==> src/inc/bobx_pkg.sv <==
// Notes on behaviour
// RULE1: bit number is 3-bit immediate field
// RULE2: carry xor inverted bit into carry
// RULE3: load selected bit into carry
// RULE4: load inverted selected bit into carry
// RULE5: store carry into selected bit
// RULE6: store inverted carry into selected bit
// RULE7: store zero flag to memory bit only
// RULE8: store inverted zero flag to memory bit
// RULE9: extract memory field right-aligned into register
// RULE10: insert register low bits into memory field
// RULE11: branch on memory bit set or clear
// RULE12: call on memory bit set or clear
// RULE13: conditional branch when condition true
// RULE14: delayed branch runs next instruction first
// RULE15: delay slot holds one-word non-branch instruction
// RULE16: jump unconditional, no slot, no linkage
// RULE17: calls transfer and save return point
// RULE18: return resumes; extended pops registers first
// RULE19: instructions are 16-bit units, two bytes
// RULE20: condition comes from instruction condition field
// RULE21: stores keep unselected destination bits
// RULE22: loads change only carry; stores no flags
package bobx_pkg;

  // ==========================================================
  // operations
  typedef enum logic [4:0] {
    XOR_CARRY_INVERTED_BIT = 5'h00,
    LOAD_BIT_TO_CARRY = 5'h01,
    LOAD_INVERTED_BIT_TO_CARRY = 5'h02,
    STORE_CARRY_TO_BIT = 5'h03,
    STORE_INVERTED_CARRY_TO_BIT = 5'h04,
    STORE_ZERO_FLAG_TO_BIT = 5'h05,
    STORE_INVERTED_ZERO_FLAG_TO_BIT = 5'h06,
    FIELD_EXTRACT = 5'h07,
    FIELD_INSERT = 5'h08,
    BRANCH_IF_MEMORY_BIT_SET = 5'h09,
    BRANCH_IF_MEMORY_BIT_CLEAR = 5'h0a,
    CALL_IF_MEMORY_BIT_SET = 5'h0b,
    CALL_IF_MEMORY_BIT_CLEAR = 5'h0c,
    COND_BRANCH = 5'h0d,
    DELAYED_BRANCH = 5'h0e,
    ABSOLUTE_JUMP = 5'h0f,
    RELATIVE_CALL = 5'h10,
    ABSOLUTE_CALL = 5'h11,
    SUB_RETURN = 5'h12,
    SUB_RETURN_POP = 5'h13
  } bobx_op_t;

  // ==========================================================
  // carriers
  typedef struct packed {
    logic n;
    logic z;
    logic v;
    logic c;
  } bobx_flags_t;

  typedef struct packed {
    bobx_op_t op;
    logic [2:0] bitno;
    logic [3:0] cc;
    logic [7:0] fmask;
    logic mem_opnd;
    logic [7:0] rsrc;
    logic [3:0] ridx;
    logic [3:0] pop_cnt;
    logic [2:0] words;
    logic [31:0] pc;
    logic [31:0] target;
    logic [31:0] ea;
  } bobx_instr_t;

  // ==========================================================
  // constants
  localparam logic [31:0] BOBX_UNIT_BYTES = 32'h0000_0002;
  localparam logic [3:0] BOBX_BE_BYTE = 4'h1;
  localparam logic [3:0] BOBX_BE_WORD = 4'hf;
  localparam logic [3:0] BOBX_RIDX_STEP = 4'h1;
  localparam logic [31:0] BOBX_RST_ADDR = 32'h0000_0000;
  localparam logic [7:0] BOBX_RST_BYTE = 8'h00;

endpackage

==> src/verilog/bobx_cond.sv <==
`timescale 1ns/1ps
module bobx_cond (
  input wire logic [3:0] cc,
  input bobx_pkg::bobx_flags_t flags,
  output logic ok
);
  logic base;

  // ==========================================================
  // condition field evaluation
  // RULE20 condition field select
  always_comb begin
    unique case (cc[3:1])
      3'h0: base = 1'b1;
      3'h1: base = ~(flags.c | flags.z);
      3'h2: base = ~flags.c;
      3'h3: base = ~flags.z;
      3'h4: base = ~flags.v;
      3'h5: base = ~flags.n;
      3'h6: base = ~(flags.n ^ flags.v);
      3'h7: base = ~flags.z & ~(flags.n ^ flags.v);
    endcase
  end

  assign ok = base ^ cc[0];
endmodule // bobx_cond

==> src/verilog/bobx_bit_unit.sv <==
`timescale 1ns/1ps
module bobx_bit_unit (
  input bobx_pkg::bobx_op_t op,
  input wire logic [7:0] opnd,
  input wire logic [2:0] bitno,
  input wire logic [7:0] fmask,
  input wire logic [7:0] rsrc,
  input bobx_pkg::bobx_flags_t flags,
  output logic bit_v,
  output logic c_new,
  output logic [7:0] st_byte,
  output logic [7:0] fld_ext,
  output logic [7:0] fld_ins
);
  logic st_v;
  logic [2:0] lsb;
  logic [7:0] sh;

  // ==========================================================
  // bit select and carry result
  // RULE1 immediate bit select
  assign bit_v = opnd[bitno];

  always_comb begin
    unique case (op)
      // RULE2 xor inverted bit
      bobx_pkg::XOR_CARRY_INVERTED_BIT: c_new = flags.c ^ ~bit_v;
      // RULE3 load bit
      bobx_pkg::LOAD_BIT_TO_CARRY: c_new = bit_v;
      // RULE4 load inverted bit
      bobx_pkg::LOAD_INVERTED_BIT_TO_CARRY: c_new = ~bit_v;
      default: c_new = flags.c;
    endcase
  end

  always_comb begin
    unique case (op)
      // RULE5 store carry
      bobx_pkg::STORE_CARRY_TO_BIT: st_v = flags.c;
      // RULE6 store inverted carry
      bobx_pkg::STORE_INVERTED_CARRY_TO_BIT: st_v = ~flags.c;
      // RULE7 store zero flag
      bobx_pkg::STORE_ZERO_FLAG_TO_BIT: st_v = flags.z;
      // RULE8 store inverted zero
      bobx_pkg::STORE_INVERTED_ZERO_FLAG_TO_BIT: st_v = ~flags.z;
      default: st_v = bit_v;
    endcase
  end

  // ==========================================================
  // field position
  always_comb begin
    lsb = 3'h0;
    for (int i = 7; i >= 0; i--) begin
      if (fmask[i]) begin
        lsb = 3'(i);
      end
    end
  end

  // RULE9 right-aligned extract
  assign fld_ext = (opnd & fmask) >> lsb;
  assign sh = rsrc << lsb;

  // ==========================================================
  // merge per bit
  // RULE21 keep unselected bits
  for (genvar i = 0; i < 8; i++) begin : g_bit
    assign st_byte[i] = (bitno == 3'(i)) ? st_v : opnd[i];
    // RULE10 field insert merge
    assign fld_ins[i] = fmask[i] ? sh[i] : opnd[i];
  end
endmodule // bobx_bit_unit

==> src/verilog/bobx_exec.sv <==
`timescale 1ns/1ps
module bobx_exec (
  input wire logic mclk,
  input wire logic sys_rst,
  input wire logic issue_valid,
  input bobx_pkg::bobx_instr_t issue_ins,
  input bobx_pkg::bobx_flags_t flags_in,
  input wire logic [7:0] mem_rdata,
  input wire logic mem_ack,
  input wire logic [31:0] stk_rdata,
  input wire logic stk_ack,
  output logic busy_q,
  output logic done_q,
  output logic c_we_q,
  output logic c_out_q,
  output logic pc_load_q,
  output logic [31:0] pc_addr_q,
  output logic mem_req_q,
  output logic mem_we_q,
  output logic [31:0] mem_addr_q,
  output logic [7:0] mem_wdata_q,
  output logic stk_req_q,
  output logic stk_push_q,
  output logic [31:0] stk_wdata_q,
  output logic rw_en_q,
  output logic [3:0] rw_idx_q,
  output logic [3:0] rw_be_q,
  output logic [31:0] rw_data_q
);
  typedef enum logic [6:0] {
    S_IDLE = 7'b000_0001,
    S_READ = 7'b000_0010,
    S_EXEC = 7'b000_0100,
    S_WRITE = 7'b000_1000,
    S_PUSH = 7'b001_0000,
    S_POP = 7'b010_0000,
    S_DONE = 7'b100_0000
  } bobx_state_t;

  bobx_state_t st_q;
  bobx_state_t st_d;
  bobx_pkg::bobx_instr_t ins_q;
  bobx_pkg::bobx_flags_t flg_q;
  logic [7:0] opnd_q;
  logic [3:0] cnt_q;
  logic [3:0] ridx_q;
  logic [31:0] ret_q;
  logic [31:0] dbr_tgt_q;
  logic pend_q;
  logic accept;
  logic mem_only;
  logic need_rd;
  logic is_mem;
  logic is_cload;
  logic is_sstore;
  logic is_call_bit;
  logic is_call;
  logic is_ret;
  logic take;
  logic xfer;
  logic cond_ok;
  logic bu_bit;
  logic bu_c;
  logic [7:0] bu_st;
  logic [7:0] bu_ext;
  logic [7:0] bu_ins;
  logic [31:0] ret_pc;

  // ==========================================================
  // helpers
  bobx_bit_unit u_bit (
    .op(ins_q.op),
    .opnd(opnd_q),
    .bitno(ins_q.bitno),
    .fmask(ins_q.fmask),
    .rsrc(ins_q.rsrc),
    .flags(flg_q),
    .bit_v(bu_bit),
    .c_new(bu_c),
    .st_byte(bu_st),
    .fld_ext(bu_ext),
    .fld_ins(bu_ins)
  );

  bobx_cond u_cond (
    .cc(ins_q.cc),
    .flags(flg_q),
    .ok(cond_ok)
  );

  // ==========================================================
  // decode of the issued instruction
  always_comb begin
    mem_only = issue_ins.op inside {
      bobx_pkg::STORE_ZERO_FLAG_TO_BIT,
      bobx_pkg::STORE_INVERTED_ZERO_FLAG_TO_BIT,
      bobx_pkg::FIELD_EXTRACT, bobx_pkg::FIELD_INSERT,
      bobx_pkg::BRANCH_IF_MEMORY_BIT_SET,
      bobx_pkg::BRANCH_IF_MEMORY_BIT_CLEAR,
      bobx_pkg::CALL_IF_MEMORY_BIT_SET,
      bobx_pkg::CALL_IF_MEMORY_BIT_CLEAR};
    need_rd = mem_only | (issue_ins.mem_opnd &&
      issue_ins.op <= bobx_pkg::STORE_INVERTED_CARRY_TO_BIT);
  end

  assign accept = issue_valid & (st_q == S_IDLE);
  // RULE7 zero-flag stores forced to memory
  assign is_mem = ins_q.mem_opnd |
    (ins_q.op == bobx_pkg::STORE_ZERO_FLAG_TO_BIT) |
    (ins_q.op == bobx_pkg::STORE_INVERTED_ZERO_FLAG_TO_BIT);
  assign is_cload = ins_q.op <= bobx_pkg::LOAD_INVERTED_BIT_TO_CARRY;
  assign is_sstore = ins_q.op inside {
    [bobx_pkg::STORE_CARRY_TO_BIT:
     bobx_pkg::STORE_INVERTED_ZERO_FLAG_TO_BIT]};
  assign is_call_bit = ins_q.op inside {
    bobx_pkg::CALL_IF_MEMORY_BIT_SET,
    bobx_pkg::CALL_IF_MEMORY_BIT_CLEAR};
  assign is_call = ins_q.op inside {
    bobx_pkg::RELATIVE_CALL, bobx_pkg::ABSOLUTE_CALL};
  assign is_ret = ins_q.op inside {
    bobx_pkg::SUB_RETURN, bobx_pkg::SUB_RETURN_POP};
  // RULE19 return point in 2-byte units
  assign ret_pc = ins_q.pc + 32'(ins_q.words) * bobx_pkg::BOBX_UNIT_BYTES;

  // ==========================================================
  // transfer decision
  always_comb begin
    unique case (ins_q.op)
      // RULE11 bit-test branch
      bobx_pkg::BRANCH_IF_MEMORY_BIT_SET,
      bobx_pkg::CALL_IF_MEMORY_BIT_SET: take = bu_bit;
      bobx_pkg::BRANCH_IF_MEMORY_BIT_CLEAR,
      bobx_pkg::CALL_IF_MEMORY_BIT_CLEAR: take = ~bu_bit;
      // RULE13 conditional branch
      bobx_pkg::COND_BRANCH: take = cond_ok;
      // RULE16 unconditional jump, also relative/absolute calls and returns always taken
      bobx_pkg::ABSOLUTE_JUMP,
      bobx_pkg::RELATIVE_CALL, bobx_pkg::ABSOLUTE_CALL,
      bobx_pkg::SUB_RETURN, bobx_pkg::SUB_RETURN_POP: take = 1'b1;
      default: take = 1'b0;
    endcase
  end

  assign xfer = take | pend_q;

  // ==========================================================
  // sequencer
  always_comb begin
    st_d = st_q;
    unique case (st_q)
      S_IDLE: begin
        if (accept) begin
          st_d = need_rd ? S_READ : S_EXEC;
        end
      end
      S_READ: begin
        if (mem_ack) begin
          st_d = S_EXEC;
        end
      end
      S_EXEC: begin
        if ((is_sstore && is_mem) ||
            ins_q.op == bobx_pkg::FIELD_INSERT) begin
          st_d = S_WRITE;
        end else if (is_call || (is_call_bit && take)) begin
          // RULE12 call when bit matches, or any relative/absolute call
          st_d = S_PUSH;
        end else if (is_ret) begin
          st_d = S_POP;
        end else begin
          st_d = S_DONE;
        end
      end
      S_WRITE: begin
        if (mem_ack) begin
          st_d = S_DONE;
        end
      end
      S_PUSH: begin
        if (stk_ack) begin
          st_d = S_DONE;
        end
      end
      S_POP: begin
        if (stk_ack && cnt_q == 4'h0) begin
          st_d = S_DONE;
        end
      end
      S_DONE: st_d = S_IDLE;
    endcase
  end

  always_ff @(posedge mclk) begin
    if (sys_rst) begin
      st_q <= S_IDLE;
      busy_q <= 1'b0;
      done_q <= 1'b0;
    end else begin
      st_q <= st_d;
      busy_q <= st_d != S_IDLE;
      done_q <= st_q == S_DONE;
    end
  end

  // ==========================================================
  // instruction and operand capture
  always_ff @(posedge mclk) begin
    if (sys_rst) begin
      ins_q <= '0;
      flg_q <= '0;
      opnd_q <= bobx_pkg::BOBX_RST_BYTE;
    end else if (accept) begin
      ins_q <= issue_ins;
      flg_q <= flags_in;
      opnd_q <= issue_ins.rsrc;
    end else if (st_q == S_READ && mem_ack) begin
      opnd_q <= mem_rdata;
    end
  end

  // ==========================================================
  // memory port, read-modify-write of the operand byte
  always_ff @(posedge mclk) begin
    if (sys_rst) begin
      mem_req_q <= 1'b0;
      mem_we_q <= 1'b0;
      mem_addr_q <= bobx_pkg::BOBX_RST_ADDR;
      mem_wdata_q <= bobx_pkg::BOBX_RST_BYTE;
    end else begin
      mem_req_q <= st_d == S_READ || st_d == S_WRITE;
      mem_we_q <= st_d == S_WRITE;
      if (accept) begin
        mem_addr_q <= issue_ins.ea;
      end
      // RULE21 write back merged byte
      if (st_q == S_EXEC) begin
        mem_wdata_q <= (ins_q.op == bobx_pkg::FIELD_INSERT) ?
          bu_ins : bu_st;
      end
    end
  end

  // ==========================================================
  // stack port
  always_ff @(posedge mclk) begin
    if (sys_rst) begin
      stk_req_q <= 1'b0;
      stk_push_q <= 1'b0;
      stk_wdata_q <= bobx_pkg::BOBX_RST_ADDR;
      cnt_q <= 4'h0;
      ret_q <= bobx_pkg::BOBX_RST_ADDR;
    end else begin
      stk_req_q <= st_d == S_PUSH || st_d == S_POP;
      stk_push_q <= st_d == S_PUSH;
      // RULE17 push return point
      if (st_q == S_EXEC) begin
        stk_wdata_q <= ret_pc;
        // RULE18 extended return pops registers
        cnt_q <= (ins_q.op == bobx_pkg::SUB_RETURN_POP) ?
          ins_q.pop_cnt : 4'h0;
      end else if (st_q == S_POP && stk_ack) begin
        if (cnt_q != 4'h0) begin
          cnt_q <= cnt_q - 4'h1;
        end else begin
          ret_q <= stk_rdata;
        end
      end
    end
  end

  // ==========================================================
  // carry flag result
  always_ff @(posedge mclk) begin
    if (sys_rst) begin
      c_we_q <= 1'b0;
      c_out_q <= 1'b0;
    end else begin
      // RULE22 only carry ops touch flags
      c_we_q <= st_q == S_DONE && is_cload;
      if (st_q == S_DONE) begin
        c_out_q <= bu_c;
      end
    end
  end

  // ==========================================================
  // general register writes
  always_ff @(posedge mclk) begin
    if (sys_rst) begin
      rw_en_q <= 1'b0;
      rw_idx_q <= 4'h0;
      rw_be_q <= 4'h0;
      rw_data_q <= bobx_pkg::BOBX_RST_ADDR;
      ridx_q <= 4'h0;
    end else begin
      rw_en_q <= 1'b0;
      if (st_q == S_EXEC) begin
        ridx_q <= ins_q.ridx;
      end
      if (st_q == S_POP && stk_ack && cnt_q != 4'h0) begin
        // RULE18 restore registers in order
        rw_en_q <= 1'b1;
        rw_idx_q <= ridx_q;
        rw_be_q <= bobx_pkg::BOBX_BE_WORD;
        rw_data_q <= stk_rdata;
        ridx_q <= ridx_q + bobx_pkg::BOBX_RIDX_STEP;
      end else if (st_q == S_DONE &&
                   (ins_q.op == bobx_pkg::FIELD_EXTRACT ||
                    (is_sstore && !is_mem))) begin
        // RULE9 extract lands in low bits
        rw_en_q <= 1'b1;
        rw_idx_q <= ins_q.ridx;
        rw_be_q <= bobx_pkg::BOBX_BE_BYTE;
        rw_data_q <= {24'h00_0000,
          (ins_q.op == bobx_pkg::FIELD_EXTRACT) ? bu_ext : bu_st};
      end
    end
  end

  // ==========================================================
  // program counter redirect
  always_ff @(posedge mclk) begin
    if (sys_rst) begin
      pc_load_q <= 1'b0;
      pc_addr_q <= bobx_pkg::BOBX_RST_ADDR;
      pend_q <= 1'b0;
      dbr_tgt_q <= bobx_pkg::BOBX_RST_ADDR;
    end else begin
      pc_load_q <= 1'b0;
      if (st_q == S_DONE) begin
        if (ins_q.op == bobx_pkg::DELAYED_BRANCH) begin
          // RULE14 wait for delay slot
          pend_q <= 1'b1;
          dbr_tgt_q <= ins_q.target;
        end else if (xfer) begin
          pc_load_q <= 1'b1;
          pend_q <= 1'b0;
          pc_addr_q <= pend_q ? dbr_tgt_q :
            (is_ret ? ret_q : ins_q.target);
        end
      end
    end
  end

  // ==========================================================
  // checks
  AST_BIT_LOAD: assert property ( // RULE3
    @(posedge mclk) disable iff (sys_rst)
    st_q == S_DONE && ins_q.op == bobx_pkg::LOAD_BIT_TO_CARRY
    |=> c_we_q && c_out_q == $past(opnd_q[ins_q.bitno]))
    else $error("carry not loaded from selected bit");

  AST_BIT_LOAD_INV: assert property ( // RULE4
    @(posedge mclk) disable iff (sys_rst)
    st_q == S_DONE &&
    ins_q.op == bobx_pkg::LOAD_INVERTED_BIT_TO_CARRY
    |=> c_we_q && c_out_q == !$past(bu_bit))
    else $error("carry not loaded from inverted bit");

  AST_XOR_INV: assert property ( // RULE2
    @(posedge mclk) disable iff (sys_rst)
    st_q == S_DONE &&
    ins_q.op == bobx_pkg::XOR_CARRY_INVERTED_BIT
    |=> c_we_q && c_out_q == ($past(flg_q.c) ^ !$past(bu_bit)))
    else $error("carry xor inverted bit wrong");

  AST_STORE_KEEP: assert property ( // RULE21
    @(posedge mclk) disable iff (sys_rst)
    mem_we_q && mem_ack && is_sstore
    |-> ((mem_wdata_q ^ opnd_q) & ~(8'h01 << ins_q.bitno)) == 8'h00)
    else $error("store changed unselected bits");

  AST_ZERO_STORE: assert property ( // RULE7
    @(posedge mclk) disable iff (sys_rst)
    st_q == S_WRITE && ins_q.op == bobx_pkg::STORE_ZERO_FLAG_TO_BIT
    |-> mem_we_q && mem_wdata_q[ins_q.bitno] == flg_q.z)
    else $error("zero flag not stored to memory bit");

  AST_STORE_NOFLAG: assert property ( // RULE22
    @(posedge mclk) disable iff (sys_rst)
    st_q == S_DONE && !is_cload |=> !c_we_q)
    else $error("flags written by non-carry op");

  AST_COND: assert property ( // RULE13
    @(posedge mclk) disable iff (sys_rst)
    st_q == S_DONE && !pend_q &&
    ins_q.op == bobx_pkg::COND_BRANCH
    |=> pc_load_q == $past(cond_ok))
    else $error("conditional branch mismatch");

  AST_JUMP: assert property ( // RULE16
    @(posedge mclk) disable iff (sys_rst)
    st_q == S_EXEC && !pend_q &&
    ins_q.op == bobx_pkg::ABSOLUTE_JUMP
    |=> !stk_req_q ##1 pc_load_q && pc_addr_q == $past(ins_q.target, 2))
    else $error("jump did not redirect");

  AST_CALL_PUSH: assert property ( // RULE17
    @(posedge mclk) disable iff (sys_rst)
    st_q == S_EXEC && is_call
    |=> stk_req_q && stk_push_q && stk_wdata_q == $past(ret_pc))
    else $error("call did not push return point");

  AST_DELAY: assert property ( // RULE14
    @(posedge mclk) disable iff (sys_rst)
    st_q == S_DONE && ins_q.op == bobx_pkg::DELAYED_BRANCH
    |=> !pc_load_q && pend_q)
    else $error("delayed branch redirected early");

  AST_DELAY_FIRE: assert property ( // RULE14
    @(posedge mclk) disable iff (sys_rst)
    st_q == S_DONE && pend_q &&
    ins_q.op != bobx_pkg::DELAYED_BRANCH
    |=> pc_load_q && pc_addr_q == $past(dbr_tgt_q))
    else $error("delay slot did not end in target");

  AST_RETURN: assert property ( // RULE18
    @(posedge mclk) disable iff (sys_rst)
    st_q == S_POP && stk_ack && cnt_q == 4'h0 && !pend_q
    |=> ##1 pc_load_q && pc_addr_q == $past(stk_rdata, 2))
    else $error("return point not resumed");

  AST_BIT_BRANCH: assert property ( // RULE11
    @(posedge mclk) disable iff (sys_rst)
    st_q == S_DONE && !pend_q &&
    ins_q.op == bobx_pkg::BRANCH_IF_MEMORY_BIT_CLEAR
    |=> pc_load_q == !$past(bu_bit))
    else $error("bit-clear branch mismatch");
endmodule // bobx_exec

==> config.mk <==
export PLATFORM = sky130hd
export DESIGN_NAME = bobx_exec
export DESIGN_NICKNAME = d
export VERILOG_FILES = /design/src/inc/bobx_pkg.sv /design/src/verilog/bobx_cond.sv /design/src/verilog/bobx_bit_unit.sv /design/src/verilog/bobx_exec.sv
export SDC_FILE = /design/constraint.sdc
export NUM_CORES = 1
export LEC_CHECK = 0
export ABC_CLOCK_PERIOD_IN_PS = 2970
export BUFFER_PORTS_ARGS = -buffer_cell sky130_fd_sc_hd__buf_2
export CORE_MARGIN = 5
export CORE_UTILIZATION = 49
export DETAILED_ROUTE_END_ITERATION = 7
export GPL_ROUTABILITY_DRIVEN = 0
export PLACE_DENSITY_LB_ADDON = 0.25
export SYNTH_ARGS = -nofsm -noshare
export SYNTH_HDL_FRONTEND = slang
export SYNTH_SLANG_ARGS = --single-unit
==> constraint.sdc <==
create_clock -name mclk -period 2.97 [get_ports mclk]
set_input_delay 0 -clock mclk [delete_from_list [all_inputs] [get_ports mclk]]
set_output_delay 0 -clock mclk [all_outputs]
set_load 0.005 [all_outputs]
Yosys cells after proc, flatten, opt, wreduce, memory -nomap -nowiden:

Index checks and enable logic that the tools add are counted.

* RAM bits: 0
* output and inout bits: 154
* latch bits: 0
* word-level logic and storage cells: 228
* register bits after elaboration: 350
* memory bits (read-only): 0
* memories: 0

* reduce and logical (&&, ||, !) cells: 41
* mux-type cells: 63
* equality and inequality tests: 53
* bitwise logic cells: 22
* div/mod/pow operators: 0
* shift-type cells: 2
* $mul: 0
* magnitude comparators: 5
* $add $sub $neg: 3

Operators by type and width (count)
* $mux W32: 4
* $eq A5 B4 Y1 const B: 13
* $mux W7: 8
* $pmux W7 S7: 1
* $mux W4: 10
* $eq A5 B3 Y1 const B: 7
* $add A32 B4 Y32: 1
* $mux W8: 4
* $mux W3: 9
* $eq A3 B3 Y1 const B: 8
* $mux W1: 22
* $eq A5 B5 Y1 const B: 4
* $reduce_bool A2 Y1: 9
* $eq A7 B2 Y1 const B: 2
* $eq A7 B4 Y1 const B: 2
* $eq A7 B5 Y1 const B: 2
* $eq A7 B6 Y1 const B: 2
* $eq A3 B2 Y1 const B: 4
* $logic_and A1 B1 Y1: 11
* $not A1 Y1: 11
* $eq A5 B2 Y1 const B: 2
* $le A5 B3 Y1 const B: 2
* $and A8 B8 Y8: 1
* $pmux W1 S4: 2
* 31 further kinds: 48

Depth between registers and ports, before layout:

Gate-level depths: netlist of run 1.

* depth in word-level cells: 13
* mapped depth: 11
* depth with buffers taken out: 10

Cells and area by module:

A second synthesis of run 1 with hierarchy kept.

* cell total of the unflattened synthesis: 1943
* area, all modules: 15424.8 um2

By module, submodules not included
* bobx_exec: area an instance 14323.7 um2, cells an instance 1780, times used 1
* bobx_bit_unit: area an instance 1018.5 um2, cells an instance 152, times used 1
* bobx_cond: area an instance 82.6 um2, cells an instance 11, times used 1

Worst setup path after synthesis of run 1:

Ideal clock, no wire load.

* path type: register to register
* start point: register ins_q[128] in the netlist's numbering
* end point: register rw_data_q[7]
* stages on the path, launching flop included: 11
* data arrival time: 2.222 ns
* path buffers: 2
* setup time: 0.131 ns
* path slack: 0.618 ns
* cells stage by stage: dfxtp_1 buf_6 mux4_2 mux2i_4 a21oi_2 a21o_1 buf_6 mux2_2 a211o_1 o211ai_2 a21oi_2

* cells in the longest elaborated chain, start to end: 7
* elaborated cells between the ends (all ways): 8
* those cells by class: eq/ne: 1; mux: 7

RTL lines
* start, declared: line bobx_exec.sv:42 `bobx_pkg::bobx_instr_t ins_q;`
* start signal, assigned: line bobx_exec.sv:213 `ins_q <= issue_ins;`
* $bmux W1 S3: line bobx_bit_unit.sv:22 `assign bit_v = opnd[bitno];`
* $mux W1 (implied by the code): line bobx_bit_unit.sv:22
* $pmux W1 S4: line bobx_bit_unit.sv:37 `unique case (op)`
* $mux W1 *: line bobx_bit_unit.sv:69 `assign st_byte[i] = (bitno == 3'(i)) ? st_v : opnd[i];`
* $mux W8 *: line bobx_exec.sv:315 `(ins_q.op == bobx_pkg::FIELD_EXTRACT) ? bu_ext : bu_st};`
* $mux W32 *: line bobx_exec.sv:307 `end else if (st_q == S_DONE &&`
* $mux W32 *: line bobx_exec.sv:300 `if (st_q == S_POP && stk_ack && cnt_q != 4'h0) begin`
* end signal, assigned: line bobx_exec.sv:293 `rw_data_q <= bobx_pkg::BOBX_RST_ADDR;`
* end signal, assigned: line bobx_exec.sv:305 `rw_data_q <= stk_rdata;`
* end signal, assigned: line bobx_exec.sv:314 `rw_data_q <= {24'h00_0000,`
* end, declared: line bobx_exec.sv:28 `output logic [31:0] rw_data_q`

Every way passes the cells marked *; elsewhere a longest branch is shown, timed or not. The select of a mux whose other input is x is not followed.
A chain may end at the register's enable or synchronous reset.

Worst setup path after layout of run 1:

Same ends and word-level chain as after synthesis.

==> impl_metrics.json, run 1 <==
{
  "run_status": "finished, final reports clean",
  "synth_edf_count": 0,
  "die_width_um": 186,
  "synth_compound_gate_area_share_pct": 18.5,
  "power.leakage_uw": 0.00804,
  "synth-xor-area-share_pct": 1.91,
  "synth.top_cells.by_count": "508 x sky130_fd_sc_hd__nand2_1, 348 x sky130_fd_sc_hd__dfxtp_1, 258 x sky130_fd_sc_hd__a21oi_1",
  "via_count_of_the_first_global_routing_pass": 14600,
  "synth_net_count": 2104,
  "cts_tree": "done",
  "cts.root.buffer_cell": "sky130_fd_sc_hd__clkbuf_16",
  "initialDrtViolationCount": 1097,
  "grt_pass1_wl_um": 75700,
  "yosys.area_share.simple_pct": 21.7,
  "final-setup-viol-count": 0,
  "timing_worst_slew_pin_value_ns": 0.931,
  "max_transition_viols_final": 0,
  "ys_ff_latch": 348,
  "die-area_mm2": 0.0345,
  "floorplan.io_pins": 339,
  "yosys-top-cells-area": "sky130_fd_sc_hd__dfxtp_1 46%, sky130_fd_sc_hd__nand2_1 13%, sky130_fd_sc_hd__a21oi_1 8.5%",
  "worstSkewPairLatency_ns": 0.53,
  "cp.arrival_ns": 3.11,
  "seq_area_mm2": 0.00697,
  "syn-cell-area_mm2": 0.0151,
  "path_class": "flop to flop",
  "firstDrtPassIters": 5,
  "synth_top_family_by_area": "simple AND/OR/NAND/NOR gates",
  "synth_async_sr_flop_share_pct": 0,
  "slew-limit-headroom_pct": 37.9,
  "final_layout_size_suffix_gt1_share_pct": 19.9,
  "grt_start_max_net_pins": 210,
  "worst_setup_sp_type": "flop",
  "netlist-cell-type-count": 77,
  "cellPowerDensity_mw_per_mm2": 642,
  "synth_area_per_cell_um2": 7.91,
  "timing.final.hold_violations": 0,
  "synth_sequential_area_ratio_pct": 46.1,
  "drtAntennaViolNets": 0,
  "final.fill_count": 2465,
  "multi_input_comb_area_mm2": 0.00750,
  "track_usage_pct": 26.8,
  "setup_repair_after_global_routing_missed_its_margin": "no",
  "post_synth_mux_area_share_pct": 6.65,
  "drt_drc_violations_left": 0,
  "yosysMostFrequentCell": "sky130_fd_sc_hd__nand2_1",
  "grt.overflow.total": 0,
  "dr_total_vias": 15300,
  "synth_top_area_share_pct": 46.1,
  "fin_nets": 2558,
  "route.detailed.wl_per_inst_um": 17.3,
  "finalCritPeriodShare_pct": 91.8,
  "cts_inserted_buffers": 39,
  "htreeDepth": 2,
  "route.detailed.vias_per_inst": 5.47,
  "die-height_um": 186,
  "clk_pin_slew_worst_paths_ns": 0.06,
  "timing.critical_path.required_ns": 3.35,
  "floorplan.core_area_mm2": 0.0305,
  "kind_of_path_behind_the_tightest_hold_check": "input port to flop",
  "dp_hpwl_um": 31000,
  "antenna_found_initial": 0,
  "maxCapViolations": 0,
  "critical_path.max_fanout": 11,
  "clock-sinks": 348,
  "worst_hold_slack_ns": 0.160,
  "yosys.area_share.adder_pct": 0.629,
  "netlist_instances": 1912,
  "vdd.ir_drop.worst_uv": 557,
  "synth.yosys.warnings": 0,
  "place.port_buffers": 338,
  "critPathCaptureType": "flop",
  "max-clock-path-buffers": 3,
  "flow.area_growth_from_synthesis_pct": 34.2,
  "initial_utilization_pct": 49.6,
  "totalNegativeSetupSlack_ns": 0,
  "synth_largest_area_cell": "sky130_fd_sc_hd__dfxtp_1",
  "finalClockSkew_ns": 0.0128,
  "post-cts-setup-buffer-count": 0,
  "max_freq_ghz": 0.367,
  "synth-main-ff-cell": "sky130_fd_sc_hd__dfxtp_1",
  "rows": 64,
  "routed_wirelength_um": 48400,
  "min_period_ns": 2.73
}
-- timing repair --
item / CTS / global route
resized for setup: 0 / 0
hold buffers: 182 / 0
hold endpoints to repair: 219 / 0
-- metal layers --
metal | share of wire, % | up-vias | global-route usage (%)
met5 | 0 | - | 0
met4 | 3.7 | 0 | 9.71
met3 | 8.5 | 128 | 5.63
met2 | 47 | 601 | 44.3
met1 | 41 | 7118 | 34.7
li1 | - | 7437 | -
-- final cells by class --
class | count | area share, %
Timing Repair Buffer | 558 | 19.1
Inverter | 21 | 0.388
Sequential cell | 348 | 34.3
Multi-Input combinational cell | 1398 | 36.9
Tap cell | 396 | 2.44
Clock buffer | 49 | 5.24
Clock inverter | 20 | 1.55
Antenna cell | 3 | 0.0370
-- critical path: stages (launching register included) --
cell                       delay (ns)
sky130_fd_sc_hd__dfxtp_1         0.54
sky130_fd_sc_hd__mux4_1          0.66
sky130_fd_sc_hd__mux2i_4         0.27
sky130_fd_sc_hd__a21oi_2         0.05
sky130_fd_sc_hd__a21o_1          0.28
sky130_fd_sc_hd__mux2_2          0.32
sky130_fd_sc_hd__a211o_1         0.32
sky130_fd_sc_hd__o211ai_2        0.08
sky130_fd_sc_hd__a21oi_2         0.07
-- final timing paths --
path | startpoint | endpoint | slack (ns) | cells after the start
worst max-delay path | ins_q[128]$_SDFFE_PP0P_ | rw_data_q[7]$_SDFFE_PP0P_ | 0.24 | 8
worst min register to register | mem_addr_q[28]$_SDFFE_PP0P_ | mem_addr_q[28]$_SDFFE_PP0P_ | 0.45 | 2
worst min-delay path | issue_valid | st_q[2]$_SDFF_PP0_ | 0.16 | 6
worst max register to register | ins_q[128]$_SDFFE_PP0P_ | rw_data_q[7]$_SDFFE_PP0P_ | 0.24 | 8
-- power by group --
part,internal [µW],switching (µW)
registers,5030,348
logic,1030,1470
clock network,3170,1970
-- logic make-up after synthesis --
| kind of cell | Yosys count |
|---|---|
| buffers and inverters | 166 |
| multiplexers | 95 |
| XOR/XNOR | 33 |
| AO/OA/AOI/OAI | 471 |
| AND/OR/NAND/NOR | 792 |
| flip-flops | 348 |
| adder cells (fa/ha/maj) | 7 |
-- placed cells by master, fill, tap and decap left out, drive strengths merged, types with 8 or more instances in the layout --
| cell type | n |
|---|---|
| xor2 | 15 |
| o211ai | 8 |
| o21ai | 59 |
| nand4 | 8 |
| a31oi | 12 |
| inv | 23 |
| nand2b | 8 |
| nand2 | 508 |
| a21oi | 261 |
| dfxtp | 348 |
| a22oi | 25 |
| nand3 | 23 |
| nor3 | 20 |
| dlygate4sd3 | 182 |
| buf | 376 |
| clkbuf | 49 |
| mux2i | 82 |
| nor2 | 165 |
| mux2 | 11 |
| a211oi | 42 |
| xnor2 | 18 |
-- sequential cells by signal (all words and copies together), names as in the netlist, 32 cells and up --
register and count:
rw_data_q 32, pc_addr_q 32, ret_q 32, ins_q 104, mem_addr_q 32, stk_wdata_q 32
dbr_tgt_q 32
-- stage by stage --
stage	total power [µW]	instance area, µm²	utilization, %	setup slack, ns	instances
floorplan	6940	15100	-	0.618	1912
global placement	7670	17100	56.0	0.400	2539
detailed placement	7730	17100	56.0	0.287	2539
CTS	13100	20300	66.5	0.277	2790
global route	13600	20300	66.5	0.0147	2790
finish	13000	20300	66.5	0.242	2793
(Power assumes the default switching activity.)
==> run 2, diff against run 1 <==
--- a/config.mk
+++ b/config.mk
@@ -8,7 +8,8 @@
 export ABC_CLOCK_PERIOD_IN_PS = 2970
 export BUFFER_PORTS_ARGS = -buffer_cell sky130_fd_sc_hd__buf_2
 export CORE_MARGIN = 5
-export CORE_UTILIZATION = 49
+export CORE_UTILIZATION = 30
+export CTS_BUF_LIST = sky130_fd_sc_hd__clkbuf_4 sky130_fd_sc_hd__clkbuf_8 sky130_fd_sc_hd__clkbuf_16
 export DETAILED_ROUTE_END_ITERATION = 7
 export GPL_ROUTABILITY_DRIVEN = 0
 export PLACE_DENSITY_LB_ADDON = 0.25
==> run 2 against run 1 <==
Net effect:
- sequential power about the same
- final area increased by 3.7%
- global-route usage decreased by 8.2 points
- cell count increased by 11%
- count of clock-buffer cells in the layout increased by 8
- core utilization decreased by 24 points
- flip-flop and latch count unchanged
- worst hold slack got worse by 0.093 ns
- critical endpoint is now ins_q[109]$_SDFFE_PP0P_
- largest power group unchanged
==> impl_metrics.json, run 2 (same netlist as run 1, synthesis figures left out) <==
{
  "clock-sinks": 348,
  "htreeDepth": 2,
  "drt_drc_violations_left": 0,
  "path_class": "flop to flop",
  "placement.cell_area_mm2": 0.0175,
  "floorplan.io_pins": 339,
  "totalNegativeSetupSlack_ns": 0,
  "rows": 82,
  "grt.overflow.total": 0,
  "registers.top_by_ff_count": "ins_q",
  "layout.cells.most_common_list": "508 x sky130_fd_sc_hd__nand2_1, 347 x sky130_fd_sc_hd__dfxtp_1, 337 x sky130_fd_sc_hd__buf_2, 258 x sky130_fd_sc_hd__a21oi_1, 211 x sky130_fd_sc_hd__dlygate4sd3_1",
  "cts_inserted_buffers": 42,
  "route.detailed.wl_per_inst_um": 17.5,
  "cts_tree": "done",
  "grt_pass1_wl_um": 82000,
  "route.detailed.vias_per_inst": 4.94,
  "cts.root.buffer_cell": "sky130_fd_sc_hd__clkbuf_16",
  "worst_setup_sp_type": "flop",
  "initialDrtViolationCount": 1080,
  "total_power_uw": 13400,
  "final.fill_count": 5071,
  "post-cts-setup-buffer-count": 0,
  "dp_hpwl_um": 35000,
  "max_transition_viols_final": 0,
  "critical_path.max_fanout": 70,
  "final.setup.worst_slack_ns": 0.147,
  "min_period_ns": 2.82,
  "critPathCaptureType": "flop",
  "grt_start_max_net_pins": 172,
  "final-setup-viol-count": 0,
  "timing.final.hold_violations": 0,
  "finalClockSkew_ns": 0.0212,
  "max_freq_ghz": 0.354,
  "drtAntennaViolNets": 0,
  "finalCritPeriodShare_pct": 95.0,
  "firstDrtPassIters": 6,
  "cellPowerDensity_mw_per_mm2": 637,
  "run_status": "finished, final reports clean",
  "die-area_mm2": 0.0550,
  "clk_pin_slew_worst_paths_ns": 0.06,
  "largest_register_ff_count": 104,
  "kind_of_path_behind_the_tightest_hold_check": "input port to flop",
  "max-clock-path-buffers": 3,
  "die_width_um": 235,
  "place.port_buffers": 338,
  "final_layout_size_suffix_gt1_share_pct": 20.2,
  "track_usage_pct": 18.5,
  "routed_wirelength_um": 54200,
  "dr_total_vias": 15400,
  "die-height_um": 235,
  "timing.critical_path.required_ns": 3.48,
  "power.leakage_uw": 0.00832,
  "fin_nets": 2595,
  "slew-limit-headroom_pct": 39.9,
  "flow.area_growth_from_synthesis_pct": 39.2,
  "antenna_found_initial": 4,
  "detailedPlace.worstSlack_ns": 0.255,
  "maxCapViolations": 0,
  "initial_utilization_pct": 30.2,
  "via_count_of_the_first_global_routing_pass": 14800,
  "layout.cell_area.non_filler_mm2": 0.0211,
  "mostFrequentLayoutCell": "sky130_fd_sc_hd__nand2_1",
  "vdd.ir_drop.worst_uv": 388,
  "timing_worst_slew_pin_value_ns": 0.890,
  "cp.arrival_ns": 3.33,
  "postLayoutCoreUtil_pct": 42.0,
  "floorplan.core_area_mm2": 0.0501,
  "worstSkewPairLatency_ns": 0.58
}
==> run 2: worst max-delay path, cell delays in order, from the launching register on <==
cell	delay, ns
sky130_fd_sc_hd__dfxtp_1	0.42
sky130_fd_sc_hd__or3_1	0.49
sky130_fd_sc_hd__nor4_4	0.45
sky130_fd_sc_hd__clkbuf_16	0.42
sky130_fd_sc_hd__nand2_1	0.13
sky130_fd_sc_hd__a21oi_1	0.17
sky130_fd_sc_hd__dlygate4sd3_1	0.57
==> run 2: repair_timing <==
action	in CTS	in global routing
hold buffers	211	0
endpoints found under the setup margin	0	21
resized for setup	0	2
endpoints found under the hold margin	243	0
==> run 2: through the flow <==
stage	hold slack, ns	instances
5_1_grt	0.0580	3107
6_report	0.0663	3107
3_5_place_dp	0.250	2819
4_1_cts	0.0301	3104
2_1_floorplan	0.136	1912
3_3_place_gp	0.244	2819
==> run 2: final cells by class <==
class	instances	area (µm²)	area share, %
multi-input combinational	1398	7500	35.6
sequential	348	6970	33.1
timing repair buffer	592	4210	20.0
clock buffer	57	1210	5.76
tap	672	841	3.99
clock inverter	17	234	1.11
inverter	21	78.8	0.374
antenna	2	5.00	0.0238
==> run 2: final timing paths <==
check	slack [ns]	depth (start not counted)	end	start
setup / recovery	0.15	6	ins_q[109]$_SDFFE_PP0P_	st_q[5]$_SDFF_PP0_
hold / removal	0.07	5	rw_data_q[7]$_SDFFE_PP0P_	stk_ack
setup reg to reg	0.15	6	ins_q[109]$_SDFFE_PP0P_	st_q[5]$_SDFF_PP0_
hold reg to reg	0.45	2	mem_addr_q[8]$_SDFFE_PP0P_	mem_addr_q[8]$_SDFFE_PP0P_
==> run 2: layer usage <==
metal / GRT usage, % / wire [µm] / up-vias
met5: 0 / 14 / -
met4: 5.36 / 1260 / 4
met3: 4.78 / 3870 / 95
met2: 31.2 / 25500 / 478
met1: 23.6 / 23600 / 7268
li1: - / - / 7510
==> run 2: power breakdown <==
group          switching, µW  internal (µW)  total [µW]
clock                   2120           3240        5360
sequential               336           5030        5370
combinational           1570           1100        2670
total                   4030           9370       13400
